--- src/adc_seq_pkg.sv ---
// Package: register map, field positions, reset values and timing constants
//------------------------------------------------------------------------------
//------------------------------------------------------------------------------
package adc_seq_pkg;
    localparam logic [15:0] CTRL_OFFSET  = 16'h1030;
    localparam logic [15:0] RES1_OFFSET  = 16'h1031;
    localparam logic [15:0] RES2_OFFSET  = 16'h1032;
    localparam logic [15:0] RES3_OFFSET  = 16'h1033;
    localparam logic [15:0] RES4_OFFSET  = 16'h1034;
    localparam logic [15:0] OPT_OFFSET   = 16'h1039;
    localparam logic [7:0]  OPT_RESET    = 8'h10;
    localparam logic [7:0]  CTRL_RESET   = 8'h80;
    localparam logic [7:0]  OPT_PROT_MSK = 8'h37;
    localparam int          CTRL_CCF     = 7;
    localparam int          CTRL_SCAN    = 5;
    localparam int          CTRL_MULTI_CHANNEL_MODE    = 4;
    localparam int          OPT_PWR      = 7;
    localparam int          OPT_CONVERTER_CLOCK_SELECT     = 6;
    localparam int          PROT_CYCLES  = 64;
    localparam int          CONV_CYCLES  = 32;
    localparam int          SAMPLE_CYCLES = 12;
    localparam int          CLK_HZ       = 200_000_000;
    localparam int          STOP_WAIT_MS = 10;
    localparam int          PWR_WAIT_US  = 100;
    localparam int          PWR_WAIT_CYC = PWR_WAIT_US * (CLK_HZ / 1_000_000);
    typedef enum logic [1:0] {
        ST_IDLE   = 2'b00,
        ST_SAMPLE = 2'b01,
        ST_TRIAL  = 2'b11,
        ST_HOLD   = 2'b10
    } conv_state_t;
endpackage

--- src/adc_sequence_control.sv ---
// Converter sequencing, control registers and classic Wishbone slave
//
// The implementer's own choice: register access over Wishbone.
`timescale 1ns/1ps
`default_nettype none
module adc_sequence_control
    import adc_seq_pkg::*;
(
    input  wire logic        clk_i,
    input  wire logic        rst_i,
    input  wire logic [15:0] wb_adr_i,
    input  wire logic [7:0]  wb_dat_i,
    output logic      [7:0]  wb_dat_o,
    input  wire logic        wb_we_i,
    input  wire logic        wb_sel_i,
    input  wire logic        wb_cyc_i,
    input  wire logic        wb_stb_i,
    output logic             wb_ack_o,
    output logic             wb_err_o,
    input  wire logic        special_mode_i,
    input  wire logic        low_power_i,
    input  wire logic        comp_i,
    output logic      [3:0]  mux_sel_o,
    output logic      [7:0]  dac_code_o,
    output logic             sample_o,
    output logic             converter_power_up_o,
    output logic             converter_clock_select_o,
    output logic             irq_edge_only_o,
    output logic             stop_exit_delay_o,
    output logic             clock_monitor_on_o,
    output logic             forced_clock_monitor_o,
    output logic      [1:0]  watchdog_rate_o
);
    //--------------------------------------------------------------------------
    // Bus decode
    //--------------------------------------------------------------------------
    logic        req;
    logic        hit;
    logic        wr_ctrl;
    logic        wr_opt;
    logic        rd_now;
    logic        ack_q;
    logic        err_q;
    logic [7:0]  rdat_q;
    logic [6:0]  ctrl_q;
    logic        ccf_q;
    logic [7:0]  opt_q;
    logic        prot_done_q;
    logic [6:0]  boot_cnt_q;
    logic [7:0]  res_q [4];
    logic [7:0]  rd_mux;

    assign req = wb_cyc_i & wb_stb_i & ~ack_q & ~err_q;
    always_comb begin
        hit    = 1'b1;
        rd_mux = 8'h00;
        unique case (wb_adr_i)
            CTRL_OFFSET: rd_mux = {ccf_q, 1'b0, ctrl_q[5:0]};
            RES1_OFFSET: rd_mux = res_q[0];
            RES2_OFFSET: rd_mux = res_q[1];
            RES3_OFFSET: rd_mux = res_q[2];
            RES4_OFFSET: rd_mux = res_q[3];
            OPT_OFFSET:  rd_mux = opt_q;
            default:     hit    = 1'b0;
        endcase
    end
    assign wr_ctrl = req & hit & wb_we_i & wb_sel_i &
                     (wb_adr_i == CTRL_OFFSET);
    assign wr_opt  = req & hit & wb_we_i & wb_sel_i &
                     (wb_adr_i == OPT_OFFSET);
    assign rd_now  = req & ~wb_we_i;

    always_ff @(posedge clk_i) begin
        if (rst_i) begin
            ack_q  <= 1'b0;
            err_q  <= 1'b0;
            rdat_q <= 8'h00;
        end else begin
            ack_q  <= req & hit;
            err_q  <= req & ~hit;
            rdat_q <= (req & hit & ~wb_we_i) ? rd_mux : 8'h00;
        end
    end
    assign wb_ack_o = ack_q;
    assign wb_err_o = err_q;
    assign wb_dat_o = rdat_q;

    //--------------------------------------------------------------------------
    // Options register
    //--------------------------------------------------------------------------
    always_ff @(posedge clk_i) begin
        if (rst_i) begin
            boot_cnt_q <= 7'h00;
        end else if (boot_cnt_q != 7'(PROT_CYCLES)) begin
            boot_cnt_q <= boot_cnt_q + 7'h01;
        end
    end

    always_ff @(posedge clk_i) begin
        if (rst_i) begin
            opt_q       <= OPT_RESET;
            prot_done_q <= 1'b0;
        end else if (wr_opt) begin
            // Protected bits lock after one write or the boot window, except in special mode
            if (special_mode_i ||
                (!prot_done_q && boot_cnt_q < 7'(PROT_CYCLES))) begin
                opt_q       <= wb_dat_i;
                prot_done_q <= 1'b1;
            end else begin
                opt_q <= (opt_q & OPT_PROT_MSK) |
                         (wb_dat_i & ~OPT_PROT_MSK);
            end
        end
    end
    assign converter_power_up_o     = opt_q[OPT_PWR];
    assign converter_clock_select_o = opt_q[OPT_CONVERTER_CLOCK_SELECT];
    assign irq_edge_only_o          = opt_q[5];
    assign stop_exit_delay_o        = opt_q[4];
    assign clock_monitor_on_o       = opt_q[3];
    assign forced_clock_monitor_o   = opt_q[2];
    assign watchdog_rate_o          = opt_q[1:0];

    //--------------------------------------------------------------------------
    // Sequencer
    //--------------------------------------------------------------------------
    conv_state_t st_q;
    logic [4:0]  cyc_q;
    logic [1:0]  idx_q;
    logic [2:0]  bit_q;
    logic [7:0]  sar_q;
    logic        start_q;
    logic        pend_q;
    logic [7:0]  pend_val_q;
    logic [1:0]  pend_idx_q;
    logic        done_pend_q;
    logic        run;
    logic [7:0]  trial;
    logic [7:0]  final_sar;

    // Start one clock after the control write
    always_ff @(posedge clk_i) begin
        if (rst_i) begin
            start_q <= 1'b0;
        end else begin
            start_q <= wr_ctrl;
        end
    end

    always_ff @(posedge clk_i) begin
        if (rst_i) begin
            ctrl_q <= CTRL_RESET[6:0];
        end else if (wr_ctrl) begin
            ctrl_q <= {1'b0, wb_dat_i[5:0]};
        end
    end

    assign run       = opt_q[OPT_PWR] & ~low_power_i;
    assign trial     = sar_q | (8'h80 >> bit_q);
    assign final_sar = comp_i ? trial : sar_q;

    always_ff @(posedge clk_i) begin
        if (rst_i) begin
            st_q  <= ST_IDLE;
            cyc_q <= 5'h00;
            idx_q <= 2'h0;
            bit_q <= 3'h0;
            sar_q <= 8'h00;
        end else if (wr_ctrl) begin
            st_q <= ST_IDLE;
        end else if (start_q) begin
            st_q  <= ST_SAMPLE;
            cyc_q <= 5'h00;
            idx_q <= 2'h0;
            sar_q <= 8'h00;
        end else if (st_q != ST_IDLE && !run) begin
            st_q  <= ST_HOLD;
            cyc_q <= 5'h00;
        end else begin
            unique case (st_q)
                ST_IDLE: begin
                    st_q <= ST_IDLE;
                end
                ST_HOLD: begin
                    // Resample the suspended channel from scratch
                    st_q  <= ST_SAMPLE;
                    cyc_q <= 5'h00;
                    sar_q <= 8'h00;
                end
                ST_SAMPLE: begin
                    cyc_q <= cyc_q + 5'h01;
                    if (cyc_q == 5'(SAMPLE_CYCLES - 1)) begin
                        st_q  <= ST_TRIAL;
                        bit_q <= 3'h0;
                        sar_q <= 8'h00;
                    end
                end
                ST_TRIAL: begin
                    cyc_q <= cyc_q + 5'h01;
                    if (cyc_q[0]) begin
                        sar_q <= final_sar;
                        bit_q <= bit_q + 3'h1;
                    end
                    if (cyc_q == 5'(CONV_CYCLES - 1)) begin
                        idx_q <= idx_q + 2'h1;
                        cyc_q <= 5'h00;
                        sar_q <= 8'h00;
                        if (idx_q == 2'h3 && !ctrl_q[CTRL_SCAN]) begin
                            st_q <= ST_IDLE;
                        end else begin
                            st_q <= ST_SAMPLE;
                        end
                    end
                end
                default: st_q <= ST_IDLE;
            endcase
        end
    end

    // Results wait while a read is answered, so no read sees a torn update
    logic conv_end;
    assign conv_end = (st_q == ST_TRIAL) & run & ~wr_ctrl & ~start_q &
                      (cyc_q == 5'(CONV_CYCLES - 1));

    always_ff @(posedge clk_i) begin
        if (rst_i) begin
            pend_q      <= 1'b0;
            pend_val_q  <= 8'h00;
            pend_idx_q  <= 2'h0;
            done_pend_q <= 1'b0;
            for (int i = 0; i < 4; i++) begin
                res_q[i] <= 8'h00;
            end
        end else begin
            if (conv_end) begin
                pend_q      <= 1'b1;
                pend_val_q  <= final_sar;
                pend_idx_q  <= idx_q;
                done_pend_q <= (idx_q == 2'h3);
            end else if (pend_q && !rd_now) begin
                res_q[pend_idx_q] <= pend_val_q;
                pend_q            <= 1'b0;
                done_pend_q       <= 1'b0;
            end
            if (wr_ctrl) begin
                pend_q      <= 1'b0;
                done_pend_q <= 1'b0;
            end
        end
    end

    always_ff @(posedge clk_i) begin
        if (rst_i) begin
            ccf_q <= CTRL_RESET[CTRL_CCF];
        end else if (pend_q && !rd_now && done_pend_q && !wr_ctrl) begin
            ccf_q <= 1'b1;
        end else if (wr_ctrl) begin
            ccf_q <= 1'b0;
        end
    end

    //--------------------------------------------------------------------------
    // Analog core drive
    //--------------------------------------------------------------------------
    logic [3:0] mux_q;
    logic       smp_q;
    logic [7:0] dac_q;
    always_ff @(posedge clk_i) begin
        if (rst_i) begin
            mux_q <= 4'h0;
            smp_q <= 1'b0;
            dac_q <= 8'h00;
        end else begin
            if (ctrl_q[CTRL_MULTI_CHANNEL_MODE]) begin
                mux_q <= {ctrl_q[3:2], idx_q};
            end else begin
                mux_q <= ctrl_q[3:0];
            end
            smp_q <= (st_q == ST_SAMPLE) & run;
            dac_q <= (st_q == ST_TRIAL) ? trial : 8'h00;
        end
    end
    assign mux_sel_o  = mux_q;
    assign sample_o   = smp_q;
    assign dac_code_o = dac_q;
endmodule
`default_nettype wire

--- config.mk ---
export PLATFORM = sky130hd
export DESIGN_NAME = adc_sequence_control
export DESIGN_NICKNAME = d
export VERILOG_FILES = /design/src/adc_seq_pkg.sv /design/src/adc_sequence_control.sv
export SDC_FILE = /design/constraint.sdc
export NUM_CORES = 1
export LEC_CHECK = 0
export BUFFER_PORTS_ARGS = -buffer_cell sky130_fd_sc_hd__buf_2
export CORE_MARGIN = 2
export CORE_UTILIZATION = 58
export CTS_CLUSTER_SIZE = 16
export DETAILED_ROUTE_END_ITERATION = 8
export PLACE_DENSITY = 0.83
export SLEW_MARGIN = 10
export SYNTH_ARGS = -nofsm -noshare
export SYNTH_HDL_FRONTEND = slang
export SYNTH_SLANG_ARGS = --single-unit
--- constraint.sdc ---
create_clock -name clk_i -period 3.4 [get_ports clk_i]
set_input_delay 0.34 -clock clk_i [delete_from_list [all_inputs] [get_ports clk_i]]
set_output_delay 0.34 -clock clk_i [all_outputs]
set_load 0.005 [all_outputs]
# Word-level counts from Yosys, hierarchy flattened
# Memories as Yosys holds them, arrays and structs flattened.
# Index checks and enable logic that the tools add are counted.
[totals]
input_bits = 33
memories = 1
word_cells = 154
reg_bits = 79
ram_bits = 32
out_inout_bits = 31
[op_classes]
n_bitwise = 29
shifts = 1
n_mux = 40
n_reduce_logical = 34
order_cmp = 1
n_eq_ne = 22
addsub = 4
[memory_table]
columns = ["memory", "depth", "word_bits", "read_ports", "rd_clocked_by_memory_dff", "write_ports", "line", "source"]
rows = [
  ["res_q", 4, 8, 4, 0, 4, "adc_sequence_control.sv:50", "logic [7:0] res_q [4];"],
]
[op_table]
columns = ["op", "n"]
rows = [
  ["$eq A16 B13 Y1 const B", 6],
  ["$mux W8", 8],
  ["$pmux W8 S6", 1],
  ["$pmux W8 S3", 1],
  ["$mux W2", 9],
  ["$and A1 B1 Y1", 17],
  ["$mux W5", 3],
  ["$pmux W5 S3", 1],
  ["$mux W1", 13],
  ["$not A1 Y1", 10],
  ["$reduce_bool A2 Y1", 5],
  ["$ne A4 B3 Y1 const B", 2],
  ["$or A6 B8 Y8", 1],
  ["$or A8 B8 Y8", 1],
  ["$pmux W2 S4", 1],
  ["$reduce_and A2 Y1", 4],
  ["$reduce_or A2 Y1", 4],
  ["$reduce_or A8 Y1", 1],
  ["$shr A8 B3 Y8 const A", 1],
  ["$add A7 B1 Y7 const B", 1],
  ["$lt A7 B7 Y1 const B", 1],
  ["$ne A7 B7 Y1 const B", 1],
  ["$eq A2 B2 Y1 const B", 3],
  ["$logic_and A1 B1 Y1", 6],
  ["other kinds (22)", 30],
]

# Depth between registers and ports, before layout
[depth]
ltp_word = 16
mapped_depth = 11
depth_no_buf = 8

# Worst setup path after synthesis
# No wires, ideal clock.
[synth_timing]
path_kind = "register to register"
from = "register cyc_q[0]"
to = "memory res_q[1][0] (enable)"
arrival_time_ns = 2.186
stages_incl_launch_ff = 12
setup_time_ns = 0.375
synth_period_minus_slack_ns = 2.560
path_buffers = 3
setup_slack_ns = 0.840
cell_sequence = "dfxtp_1 > ha_1 > and3_1 > ha_1 > nand2_1 > nor3_1 > o21a_1 > buf_6 > nand2b_4 > buf_6 > buf_6 > o21bai_1"
[synth_lines]
columns = ["item", "line", "source"]
rows = [
  ["start: declaration", "adc_sequence_control.sv:127", "logic [4:0] cyc_q;"],
  ["start signal: assignment", "adc_sequence_control.sv:190", "cyc_q <= cyc_q + 5'h01;"],
  ["start signal: assignment", "adc_sequence_control.sv:198", "cyc_q <= cyc_q + 5'h01;"],
  ["end: declaration", "adc_sequence_control.sv:50", ""],
]

==> results.txt <==
Status: finished, final reports clean
Top cells by area, synth: dfxtp_1, edfxtp_1, nor2_1
Clock sinks: 111
Final period util: 82.46%
Relative slew slack: 50.35%
Number of setup buffers added after CTS: 0
Area leader, netlist: dfxtp_1
R2R Path End: res_q[0][4]$_SDFFCE_PN0P_
PD cells: 411.3 nW/um^2
Tightest Pin Transition: 743.3 ps
Starting Density: 58.94%
Synth top area share: 31.07%
Setup ws final: 596.4 ps
Top layer reached by signal wires: met4
Final Wtd Congestion: 0.8688
Setup-failing EPs final: 0
Largest net degree at the start of global routing: 40
WL met3: 566 um
Antenna viol nets, final: 0
Residual DRC: 0
Leakage power: 1.993 nW
Vias: 3872
DIE AREA: 9541 um^2
R2R cell count: 8
Vias in the first global route: 3605
Min Tclk post-route: 2804 ps
CP Capture Type: flip-flop
Internal power: 1.827 mW
Psw: 0.4838 mW
Combinational share of power: 4.2%
Fin area: 5618 um^2
Total GRT Usage: 22.85%
Wire per inst: 16.08 um
Filler cells: 687
RSZ-0062 raised after global routing: false
Share of synthesized registers carrying an async set or reset: 0%
Post-Synthesis Net Count: 550
Data arrival, critical path: 2840 ps
Worst vdd ir: 291.0 uV
CTS Hold Bufs: 0
Fin. Hold Viols: 0
First-pass GRT wire length: 17520 um
Fmax: 356.7 MHz
# rows: 34
CTS tree: built
Crit path kind: flip-flop to flip-flop
Synth unique cells: 64
Worst hold path type: input pin to flip-flop
Multi-input logic area: 2337 um^2
Area grow syn2layout: 10.37%
Initial antenna violation count: 0
Met1 WL: 4781 um
Hpwl dp: 7996 um
Die H: 97.68 um
Reg2Reg Launch Point: cyc_q[0]$_SDFFE_PP0P_
YS warnings: 0
Die Width: 97.68 um
Diodes inserted: 0
Global route total overflow: 0
Clock root buffer: clkbuf_8
Port buffer count: 63
Sw frac: 20.94%
Share of cells above drive strength 1: 21.30%
Fin Setup TNS: 0 ps
CTS Buf Count: 9
Core region area: 8636 um^2
I/O Pins: 64
Req. time, crit path: 3430 ps
Register area: 2542 um^2
Max FO, Critical Path: 36
Placed inst area: 5401 um^2
Setup crit start kind: flip-flop
Total wire length: 10650 um
Hold path depth: 3
Slew Viols, Final: 0
Final #Nets: 597
Met2 wire length: 4969 um
Worst Hold Path EP: opt_q[5]$_SDFFE_PP0P_
Register area share after synthesis: 49.95%
H-Tree Depth: 3
Initial DRC count: 250
Commonest non-fill, non-tap cell in the layout: dfxtp_1
Skew-Pair Late Insertion Delay: 360 ps
HP Start: wb_dat_i[5]
Place WS: 619.1 ps
Clock transition at path regs: 100 ps
Syn avg cell area: 10.14 um^2
Synthesized area: 5090 um^2
Total of max-cap violations: 0
#FFs+latches synth: 111
First-pass DRT Iterations: 4
Hold WS: 221.1 ps
Clock tree buffer depth: 2
Clock power share: 35.5%
Synth Flop Type: dfxtp_1
R2R setup slack: 600 ps
EDFF count, synth: 32
Post-Synthesis Cells: 502
Via density: 5.849
Sequential share of power: 60.3%
Post_cts resized: 0
Final total power: 2.311 mW
Clk_skew: 11.41 ps
Leading cell types in the layout, fill and taps excluded: dfxtp_1, buf_2, nor2_1
state kept, by name, indices dropped and copies added (netlist names), 3 cells and up:
| register | count |
|---|---|
| bit_q | 3 |
| boot_cnt_q | 7 |
| ctrl_q | 6 |
| cyc_q | 5 |
| dac_code_o | 8 |
| mux_sel_o | 4 |
| opt_q | 8 |
| pend_val_q | 8 |
| res_q | 32 |
| sar_q | 8 |
| wb_dat_o | 8 |
per-stage QoR:
stage,utilization [%],instances
finish,65.05,662
global route,65.05,662
CTS,65.05,662
detailed placement,62.55,646
global placement,62.55,646
floorplan,-,502
routing by layer:
metal | vias up | global-route usage [%]
li1 | 1907 | -
met1 | 1805 | 29.48
met2 | 133 | 36.92
met3 | 27 | 5.755
met4 | 0 | 9.188
met5 | - | 0
worst max-delay path, cell delays in order (launching register included):
cell	delay [ps]
dfxtp_1	400
ha_1	220
and3_1	170
ha_1	220
nand2_1	100
nor3_1	360
o21a_1	210
nand2b_4	420
o21bai_1	370
worst max-delay path by stage:
stage / to / start / cells after the start / slack, ps
after global routing: res_q[0][7]$_SDFFCE_PN0P_ / cyc_q[0]$_SDFFE_PP0P_ / 8 / 350
after CTS: res_q[0][7]$_SDFFCE_PN0P_ / cyc_q[0]$_SDFFE_PP0P_ / 8 / 600
after floorplan: res_q[1][0]$_SDFFCE_PN0P_ / cyc_q[0]$_SDFFE_PP0P_ / 11 / 840
final: res_q[0][4]$_SDFFCE_PN0P_ / cyc_q[0]$_SDFFE_PP0P_ / 8 / 600
after detailed placement: res_q[0][2]$_SDFFCE_PN0P_ / cyc_q[0]$_SDFFE_PP0P_ / 8 / 620
after global placement: res_q[0][6]$_SDFFCE_PN0P_ / cyc_q[0]$_SDFFE_PP0P_ / 8 / 820
logic make-up (layout without fill, tap and decap cells):
group                      Yosys count  after routing  share of synthesized area, %
muxes                               18             18                         4.080
adders and majority gates           15             15                         3.687
xor gates and xnor gates             6              6                         1.033
buffers and inverters               43             95                         4.130
DFF                                111            111                         49.95
AOI/OAI and AO/OA                  112            112                         14.60
and+or+nand+nor                    197            197                         22.52
cells in the mapped netlist, types with 12 or more instances:
| library cell | count |
|---|---|
| dfxtp_1 | 79 |
| nor2_1 | 62 |
| a21oi_1 | 34 |
| edfxtp_1 | 32 |
| nand2_1 | 29 |
| o21ai_0 | 19 |
| nand2b_1 | 18 |
| nor3_2 | 18 |
| ha_1 | 15 |
| mux2i_1 | 14 |
| nand3_1 | 14 |
| nor3_1 | 14 |
| inv_1 | 13 |
| clkbuf_1 | 12 |
cell type report:
class	instances	share of cell area [%]
sequential	111	45.26
tap	108	2.405
timing repair buffer	66	6.013
clock buffer	12	2.962
clock inverter	4	0.8909
inverter	13	0.8686
multi-input combinational	348	41.60
power groups by stage:
stage | Combinational (mW) | Clock [mW] | Sequential, mW
6_report | 0.0972 | 0.820 | 1.39
3_3_place_gp | 0.0935 | 0 | 1.42
3_5_place_dp | 0.0967 | 0 | 1.42
2_1_floorplan | 0.0598 | 0 | 1.42
5_1_grt | 0.107 | 0.883 | 1.40
4_1_cts | 0.0971 | 0.840 | 1.39
No activity file was read; power rests on OpenSTA's default activity.
